File: src/verilog/psbp_params.svh
// Purpose: constants for the pcm signalling bit path
// Assumes: included by bare name
// Notes:   word is msb first, bit 8 is the last bit shifted
`ifndef PSBP_PARAMS_SVH
`define PSBP_PARAMS_SVH
`define PSBP_WORD_BITS    4'h8
`define PSBP_SIG_BIT_IDX  4'h7
`define PSBP_CNT_DONE     4'h8
`define PSBP_CLKSEL_2048  2'h2
`define PSBP_CLKSEL_256   2'h0
`define PSBP_CLKSEL_1544  2'h1
`define PSBP_DIV_2048     8'h08
`define PSBP_DIV_256      8'h01
`define PSBP_DIV_1544     8'h06
`endif

File: src/verilog/psbp_pkg.sv
// Purpose: types for the pcm signalling bit path
// Assumes: nothing
// Notes:   clock rate select is coded from the three-level pin
package psbp_pkg;
  typedef logic [1:0] psbp_clksel_t;
  typedef logic [7:0] psbp_word_t;
endpackage : psbp_pkg

File: src/verilog/psbp_top.sv
// Purpose: a/b signalling bit insert and extract for one pcm channel
// Assumes: strobes, shift clocks and selects are synchronous inputs
//          sampled on clk, far faster than any shift clock
// Notes:   pcm out is only driven for the eight bit periods of a word;
//          the highway pull-up holds the line while it is released
// Operation
// RQ1: rising rx select latches bit onto a
// RQ2: falling rx select latches bit onto b
// RQ3: use word of the frame select changed
// RQ4: send selected a/b in bit 8 next frame
// RQ5: tx select resynchronised to tx frame strobe
// RQ6: controller may share selects across channels
// RQ7: clock rate select sets divide ratio
// RQ8: controller supplies 8 khz locked strobes
// RQ9: controller keeps shift clocks within range
// RQ10: drive pcm out eight shift periods only
// RQ11: sample pcm in on falling rx shift
// RQ12: a/b outputs hold until matching transition
`timescale 1ns/100ps
`include "psbp_params.svh"
module psbp_top
  import psbp_pkg::*;
(
  // clock and reset
  input  wire logic               clk,
  input  wire logic               nrst,
  input  wire logic               master_clock,
  input  wire psbp_pkg::psbp_clksel_t clk_rate_sel,
  // transmit side
  input  wire logic               tx_strobe,
  input  wire logic               tx_shift,
  input  wire logic               tx_ab_sel,
  input  wire logic               sig_a_in,
  input  wire logic               sig_b_in,
  input  wire psbp_pkg::psbp_word_t tx_voice,
  output logic                    pcm_out_o,
  output logic                    pcm_out_oe,
  // receive side
  input  wire logic               rx_strobe,
  input  wire logic               rx_shift,
  input  wire logic               pcm_in,
  input  wire logic               rx_ab_sel,
  output logic                    sig_a_out,
  output logic                    sig_b_out,
  output psbp_pkg::psbp_word_t    rx_voice,
  output logic [7:0]              filt_div
);
  import psbp_pkg::*;

  // ----------------------------------------------------------------
  // edge detection
  // ----------------------------------------------------------------
  // every detector stays quiet for one clk after reset
  logic tx_stb_r, tx_sh_r, tx_sh_f, rx_stb_r, rx_sh_r, rx_sh_f;
  logic rx_sel_r, rx_sel_f, mclk_r, mclk_f;
  psbp_edge u_txs  (.clk(clk), .nrst(nrst), .sig_in(tx_strobe),
                    .rise(tx_stb_r), .fall());
  psbp_edge u_txh  (.clk(clk), .nrst(nrst), .sig_in(tx_shift),
                    .rise(tx_sh_r), .fall(tx_sh_f));
  psbp_edge u_rxs  (.clk(clk), .nrst(nrst), .sig_in(rx_strobe),
                    .rise(rx_stb_r), .fall());
  psbp_edge u_rxh  (.clk(clk), .nrst(nrst), .sig_in(rx_shift),
                    .rise(rx_sh_r), .fall(rx_sh_f));
  psbp_edge u_rxsl (.clk(clk), .nrst(nrst), .sig_in(rx_ab_sel),
                    .rise(rx_sel_r), .fall(rx_sel_f));
  psbp_edge u_mclk (.clk(clk), .nrst(nrst), .sig_in(master_clock),
                    .rise(mclk_r), .fall(mclk_f));

  // ----------------------------------------------------------------
  // clock rate select
  // ----------------------------------------------------------------
  // divide ratio to the 256 khz filter clock; illegal code treated
  // as the 256 khz setting so the divider never stalls
  logic [7:0] div_sel;
  assign div_sel = (clk_rate_sel == `PSBP_CLKSEL_2048) ? `PSBP_DIV_2048 :
                   (clk_rate_sel == `PSBP_CLKSEL_1544) ? `PSBP_DIV_1544 :
                   `PSBP_DIV_256; // RQ7

  // registered so the pin comes straight from a flop
  logic [7:0] filt_div_ff;
  always_ff @(posedge clk or negedge nrst) begin
    if (!nrst) filt_div_ff <= `PSBP_DIV_256;
    else       filt_div_ff <= div_sel; // RQ7
  end
  assign filt_div = filt_div_ff;

  // ----------------------------------------------------------------
  // transmit path
  // ----------------------------------------------------------------
  logic       tx_sel_prev_ff, tx_sel_chg_ff, tx_sel_use_ff;
  logic [3:0] tx_cnt_ff;
  logic       tx_armed_ff, pcm_o_ff, pcm_oe_ff;
  psbp_word_t tx_word_ff;
  logic       tx_sel_chg, tx_sig_bit, tx_bit, tx_active;

  // a select edge in the strobe cycle counts for the next frame, so a
  // shared select never splits one word between the a and b inputs
  assign tx_sel_chg = tx_ab_sel ^ tx_sel_prev_ff;
  // selected input is sampled at the strobe that follows the change
  assign tx_sig_bit = tx_sel_use_ff ? sig_b_in : sig_a_in;
  assign tx_active  = (tx_cnt_ff != `PSBP_CNT_DONE);
  assign tx_bit     = tx_word_ff[3'(`PSBP_SIG_BIT_IDX - tx_cnt_ff)];

  always_ff @(posedge clk or negedge nrst) begin
    if (!nrst) begin
      tx_sel_prev_ff <= 1'b0;
      tx_sel_chg_ff  <= 1'b0;
      tx_sel_use_ff  <= 1'b0;
    end else begin
      tx_sel_prev_ff <= tx_ab_sel;
      // change noted in this frame, applied at the next strobe
      if (tx_stb_r) begin
        tx_sel_chg_ff <= tx_sel_chg;
        if (tx_sel_chg_ff) tx_sel_use_ff <= tx_sel_prev_ff; // RQ5 RQ4
      end else if (tx_sel_chg) begin
        tx_sel_chg_ff <= 1'b1; // RQ5
      end
    end
  end

  always_ff @(posedge clk or negedge nrst) begin
    if (!nrst) begin
      tx_cnt_ff   <= `PSBP_CNT_DONE;
      tx_armed_ff <= 1'b0;
      tx_word_ff  <= 8'h00;
      pcm_o_ff    <= 1'b0;
      pcm_oe_ff   <= 1'b0;
    end else begin
      if (tx_stb_r) begin
        tx_armed_ff <= 1'b1;
        tx_cnt_ff   <= 4'h0;
        // bit 8 carries the selected signalling input
        tx_word_ff  <= {tx_voice[7:1],
                        (tx_sel_chg_ff ? (tx_sel_prev_ff ? sig_b_in
                                                         : sig_a_in)
                                       : tx_sig_bit)}; // RQ4
      end else if (tx_sh_r && tx_armed_ff && tx_active) begin
        pcm_o_ff  <= tx_bit; // RQ10
        pcm_oe_ff <= 1'b1; // RQ10
        tx_cnt_ff <= 4'(tx_cnt_ff + 4'h1);
      // the ninth rise ends the eighth bit period and frees the line
      end else if (tx_sh_r && !tx_active) begin
        pcm_oe_ff   <= 1'b0; // RQ10
        tx_armed_ff <= 1'b0;
      end
    end
  end
  assign pcm_out_o  = pcm_o_ff;
  assign pcm_out_oe = pcm_oe_ff;

  // ----------------------------------------------------------------
  // receive path
  // ----------------------------------------------------------------
  logic [3:0] rx_cnt_ff;
  psbp_word_t rx_sr_ff, rx_voice_ff;
  logic       rx_done_ff, sig_a_ff, sig_b_ff;
  logic       rx_pend_a_ff, rx_pend_b_ff;
  logic       rx_last, rx_taking;

  // falls outside a word are ignored by the count; the finished word is
  // kept so a select edge after bit 8 still finds this frame's bit
  assign rx_taking = rx_sh_f && (rx_cnt_ff != `PSBP_CNT_DONE);
  assign rx_last   = rx_taking && (rx_cnt_ff == `PSBP_SIG_BIT_IDX);

  always_ff @(posedge clk or negedge nrst) begin
    if (!nrst) begin
      rx_cnt_ff   <= `PSBP_CNT_DONE;
      rx_sr_ff    <= 8'h00;
      rx_voice_ff <= 8'h00;
      rx_done_ff  <= 1'b0;
    end else begin
      if (rx_stb_r) begin
        rx_cnt_ff  <= 4'h0;
        rx_done_ff <= 1'b0;
      end else if (rx_taking) begin
        rx_sr_ff  <= {rx_sr_ff[6:0], pcm_in}; // RQ11
        rx_cnt_ff <= 4'(rx_cnt_ff + 4'h1);
        if (rx_last) begin
          rx_voice_ff <= {rx_sr_ff[6:0], pcm_in};
          rx_done_ff  <= 1'b1;
        end
      end
    end
  end
  assign rx_voice = rx_voice_ff;

  // select edge in a frame is applied to that frame's bit 8, whether
  // the edge comes before or after the word is complete
  always_ff @(posedge clk or negedge nrst) begin
    if (!nrst) begin
      rx_pend_a_ff <= 1'b0;
      rx_pend_b_ff <= 1'b0;
      sig_a_ff     <= 1'b0;
      sig_b_ff     <= 1'b0;
    end else begin
      if (rx_stb_r) begin
        rx_pend_a_ff <= rx_sel_r;
        rx_pend_b_ff <= rx_sel_f;
      end else begin
        if (rx_sel_r && rx_done_ff) sig_a_ff <= rx_voice_ff[0]; // RQ1 RQ3
        if (rx_sel_f && rx_done_ff) sig_b_ff <= rx_voice_ff[0]; // RQ2 RQ3
        if (rx_sel_r && !rx_done_ff) rx_pend_a_ff <= 1'b1;
        if (rx_sel_f && !rx_done_ff) rx_pend_b_ff <= 1'b1;
        if (rx_last && (rx_pend_a_ff || rx_sel_r)) begin
          sig_a_ff     <= pcm_in; // RQ1 RQ3 RQ12
          rx_pend_a_ff <= 1'b0;
        end
        if (rx_last && (rx_pend_b_ff || rx_sel_f)) begin
          sig_b_ff     <= pcm_in; // RQ2 RQ3 RQ12
          rx_pend_b_ff <= 1'b0;
        end
      end
    end
  end
  assign sig_a_out = sig_a_ff;
  assign sig_b_out = sig_b_ff;

  // master clock edges are observed only; filter timing is outside
  logic unused_mclk;
  assign unused_mclk = mclk_r ^ mclk_f ^ tx_sh_f;
endmodule : psbp_top

File: src/verilog/psbp_edge.sv
// Purpose: rising and falling edge detector on a synchronous input
// Assumes: input already synchronous to clk
// Notes:   pulses last one clk cycle
`timescale 1ns/100ps
module psbp_edge (
  // clock and reset
  input  wire logic clk,
  input  wire logic nrst,
  // signal
  input  wire logic sig_in,
  output logic      rise,
  output logic      fall
);
  logic prev_ff;
  logic primed_ff;

  always_ff @(posedge clk or negedge nrst) begin
    if (!nrst) begin
      prev_ff   <= 1'b0;
      primed_ff <= 1'b0;
    end else begin
      prev_ff   <= sig_in;
      primed_ff <= 1'b1;
    end
  end

  // no edge until one real sample is held, so a pin that idles high
  // through reset does not look like a rising edge
  assign rise = primed_ff & sig_in & ~prev_ff;
  assign fall = primed_ff & ~sig_in & prev_ff;
endmodule : psbp_edge

File: config.mk
export PLATFORM = sky130hd
export DESIGN_NAME = psbp_top
export DESIGN_NICKNAME = d
export VERILOG_FILES = /design/src/verilog/psbp_pkg.sv /design/src/verilog/psbp_top.sv /design/src/verilog/psbp_edge.sv
export VERILOG_INCLUDE_DIRS = /design/src /design/src/verilog
export SDC_FILE = /design/constraint.sdc
export NUM_CORES = 1
export LEC_CHECK = 0
export ABC_AREA = 1
export BUFFER_PORTS_ARGS = -buffer_cell sky130_fd_sc_hd__clkbuf_2
export CORE_AREA = 2 2 81 83
export DETAILED_ROUTE_END_ITERATION = 6
export DIE_AREA = 0 0 83 85
export GPL_ROUTABILITY_DRIVEN = 0
export PLACE_DENSITY_LB_ADDON = 0.08
export SYNTH_ARGS = -nofsm -noshare
export SYNTH_HDL_FRONTEND = slang
export SYNTH_SLANG_ARGS = --single-unit
File: constraint.sdc
create_clock -name clk -period 2.1 [get_ports clk]
set_clock_uncertainty 0.05 [all_clocks]
set_input_delay 0.21 -clock clk [delete_from_list [all_inputs] [get_ports clk]]
set_output_delay 0.21 -clock clk [all_outputs]
set_load 0.02 [all_outputs]
==> results.json <==
{
  "outcome": "completed",
  "cts_tree": "built",
  "post_placement_setup_slack_ns": 0.472,
  "grt.total_usage": 0.126,
  "postRouteWirelength_um": 4060,
  "hold_class": "in2reg",
  "setup_ws_ns": 0.429,
  "r2r_slack_ns": 0.49,
  "crit-reg2reg-launch": "tx_cnt_ff[0]$_DFFE_PN0P_",
  "drive_above_1_share": 0.221,
  "maximum_number_of_pins_on_one_net_before_global_route_repair": 30,
  "ctsHtreeMaxLevel": 2,
  "hold-worst-slack_ns": 0.0499,
  "rows": 29,
  "worstReg2RegEnd": "pcm_out_o$_DFFE_PN0P_",
  "multiInputGateArea_um2": 893,
  "final-seq-area_mm2": 0.00128,
  "number_of_remaining_drc_errors": 0,
  "timing.final.crit_share": 0.796,
  "post_synth_main_area_contributors": "sky130_fd_sc_hd__dfrtp_1 (50%), sky130_fd_sc_hd__nand2_1 (11%), sky130_fd_sc_hd__inv_1 (5.7%), sky130_fd_sc_hd__nand3_1 (4.8%), sky130_fd_sc_hd__dfstp_2 (3.3%)",
  "n_antenna_cell": 0,
  "grt_first_pass_wirelength_um": 7170,
  "clock_tree.buffer_depth": 2,
  "post_drt_wl_per_cell_um": 10.4,
  "synth_top_area_share": 0.503,
  "power.total_mw": 2.43,
  "chipWidth_um": 83,
  "library_cell_occupying_the_most_area_in_the_post_synthesis_netlist": "sky130_fd_sc_hd__dfrtp_1",
  "worst-path-max-fanout": 16,
  "crit_end": "rx_sr_ff[1]$_DFFE_PN0P_",
  "syn_area_mm2": 0.00239,
  "most_used_flip_flop_cell_after_synthesis": "sky130_fd_sc_hd__dfrtp_1",
  "cp.required_ns": 2.29,
  "maxCapViolCount": 0,
  "start_util": 0.385,
  "swShare": 0.329,
  "fill_cells": 622,
  "grt_antenna_before_repair": 0,
  "ys_seq_elements": 51,
  "fin_crit_ns": 1.67,
  "timing.hold.worst.start": "tx_voice[3]",
  "grt_pass1_vias": 1704,
  "synth.most_common_cell": "sky130_fd_sc_hd__nand2_1",
  "cts.clk_slew.worst_paths_ns": 0.09,
  "synth-seq-area-share": 0.536,
  "hold_viol": 0,
  "post_cts_resize_count": 0,
  "cellInternalPower_mw": 1.63,
  "syn-instance-count": 266,
  "area_delta_synth_final_pct": 16.4,
  "crit_chain": "dlygate4sd3_1 > clkbuf_2 > inv_1 > nor2_1 > nand2_1 > inv_1 > nor2_8 > nand2_1 > o21ai_1",
  "end_kind": "flop",
  "proportion_of_register_bits_with_asynchronous_set_or_reset_after_synthesis": 1.00,
  "dpl.hpwl_um": 2950,
  "avgViaCountPerCell": 4.46,
  "grt_setup_unrepaired": "false",
  "timing.critical_path.from": "rx_strobe",
  "setup_total_negative_slack_ns": 0,
  "critPathKind": "in2reg",
  "cts_sinks": 51,
  "die_h_um": 85,
  "synth_edf_count": 0,
  "cp_data_arrival_time_ns": 1.86,
  "power_switching_uw": 802,
  "area_inside_the_core_boundary_mm2": 0.00620,
  "ctsRootBufferMaster": "sky130_fd_sc_hd__clkbuf_8",
  "pwr-share-clk": 0.229,
  "crit_path_start_kind": "input port",
  "antenna_violating_nets_post_route": 0,
  "io_pins": 42,
  "critical_path.slowest_cell": "sky130_fd_sc_hd__dlygate4sd3_1",
  "power.density_cell_area_mw_per_mm2": 875,
  "design.die.area_mm2": 0.00706,
  "synthDistinctLibCells": 31,
  "pwr-share-comb": 0.231,
  "p_leak_nw": 1.44,
  "avgSynthCellArea_um2": 8.98,
  "clk_latency_ns": 0.31,
  "grt.overflow.total": 0,
  "drt_first_iter_violations": 50,
  "detail_route.first_pass.iterations": 4,
  "report.final.setup_viol": 0,
  "sequentialPowerShare": 0.539,
  "cpPeakStageDelay_ns": 0.54,
  "synth.cells.most_frequent": "sky130_fd_sc_hd__nand2_1 (73), sky130_fd_sc_hd__dfrtp_1 (48), sky130_fd_sc_hd__inv_1 (36), sky130_fd_sc_hd__nand3_1 (23), sky130_fd_sc_hd__nor2_1 (12)",
  "yosys_warnings": 0,
  "inserted_clock_buffers": 5,
  "worst_r2r_path_depth": 8,
  "peakVddDrop_mv": 0.371,
  "max_freq_ghz": 0.598,
  "vias": 1735,
  "design.final.nets": 339,
  "buffer_ports.inserted": 35,
  "final_max_slew_viol_count": 0
}
stage by stage:
stage                util  std cells  instance area, µm²
finish              0.448        389                2780
global placement    0.423        374                2630
detailed placement  0.423        374                2630
CTS                 0.448        389                2780
floorplan               -        269                2400
global route        0.448        389                2780
cell type report:
class                   count  area share
clock buffers               6      0.0261
clock inverters             2     0.00450
inverters                  37      0.0499
multi-input cells         170       0.321
flip-flops and latches     51       0.460
well taps                  77      0.0346
repair buffers             46       0.103
metal layers:
layer / routed length, µm / GRT usage / up-vias
li1: - / - / 904
met1: 1870 / 0.143 / 800
met2: 1970 / 0.224 / 23
met3: 135 / 0.0418 / 8
met4: 79 / 0.0402 / 0
met5: 0 / 0 / -
layout by cell type, fill, tap and decap left out, drive strengths merged, types with 4 or more instances in the layout:
master       Yosys  routed
nand2           79      79
nand3           24      24
conb             2       5
o21ai           26      26
dfrtp           48      48
buf             10       4
nor2            16      16
dlygate4sd3      0       7
inv             37      37
clkbuf           1      41
ha               6       6
state kept, by name, indices dropped and copies added, names as in the netlist, 3 cells and up:
register	flops
filt_div	3
rx_cnt_ff	4
rx_sr_ff	7
rx_voice	8
tx_cnt_ff	4
tx_word_ff	8
power by group through the flow:
stage | logic (mW) | clock network (mW) | registers [mW]
floorplan | 0.390 | 0 | 1.35
global placement | 0.558 | 0 | 1.33
detailed placement | 0.567 | 0 | 1.33
CTS | 0.579 | 0.593 | 1.32
global route | 0.659 | 0.630 | 1.34
finish | 0.563 | 0.558 | 1.31
worst min-delay path by stage:
stage,endpoint,slack (ns),depth (start not counted)
3_5_place_dp,rx_voice[7]$_DFFE_PN0P_,0.05,1
2_1_floorplan,filt_div[2]$_DFF_PN0_,-0.14,0
5_1_grt,tx_word_ff[6]$_DFFE_PN0P_,0.05,3
4_1_cts,tx_word_ff[3]$_DFFE_PN0P_,0.04,3
6_report,tx_word_ff[3]$_DFFE_PN0P_,0.05,3
3_3_place_gp,rx_voice[7]$_DFFE_PN0P_,0.05,1
logic make-up after synthesis:
kind of cell	after synthesis	synth area share
flops	51	0.536
other cells	2	0.00314
fa+ha+maj	6	0.0314
buf+inv	48	0.0948
xor+xnor	4	0.0147
compound gates	33	0.0843
simple gates	122	0.236
what timing repair did:
| item | in CTS | in global routing |
|---|---|---|
| hold endpoints to repair | 14 | 0 |
| setup buffers | 0 | 0 |
| hold buffers | 7 | 0 |
worst max-delay path: cells and delay by family:
family	cells	cell delay [ns]
and+or+nand+nor	4	0.66
buffers and inverters	4	0.89
AOI/OAI and AO/OA	1	0.09
Power figures use the tool's default switching activity.
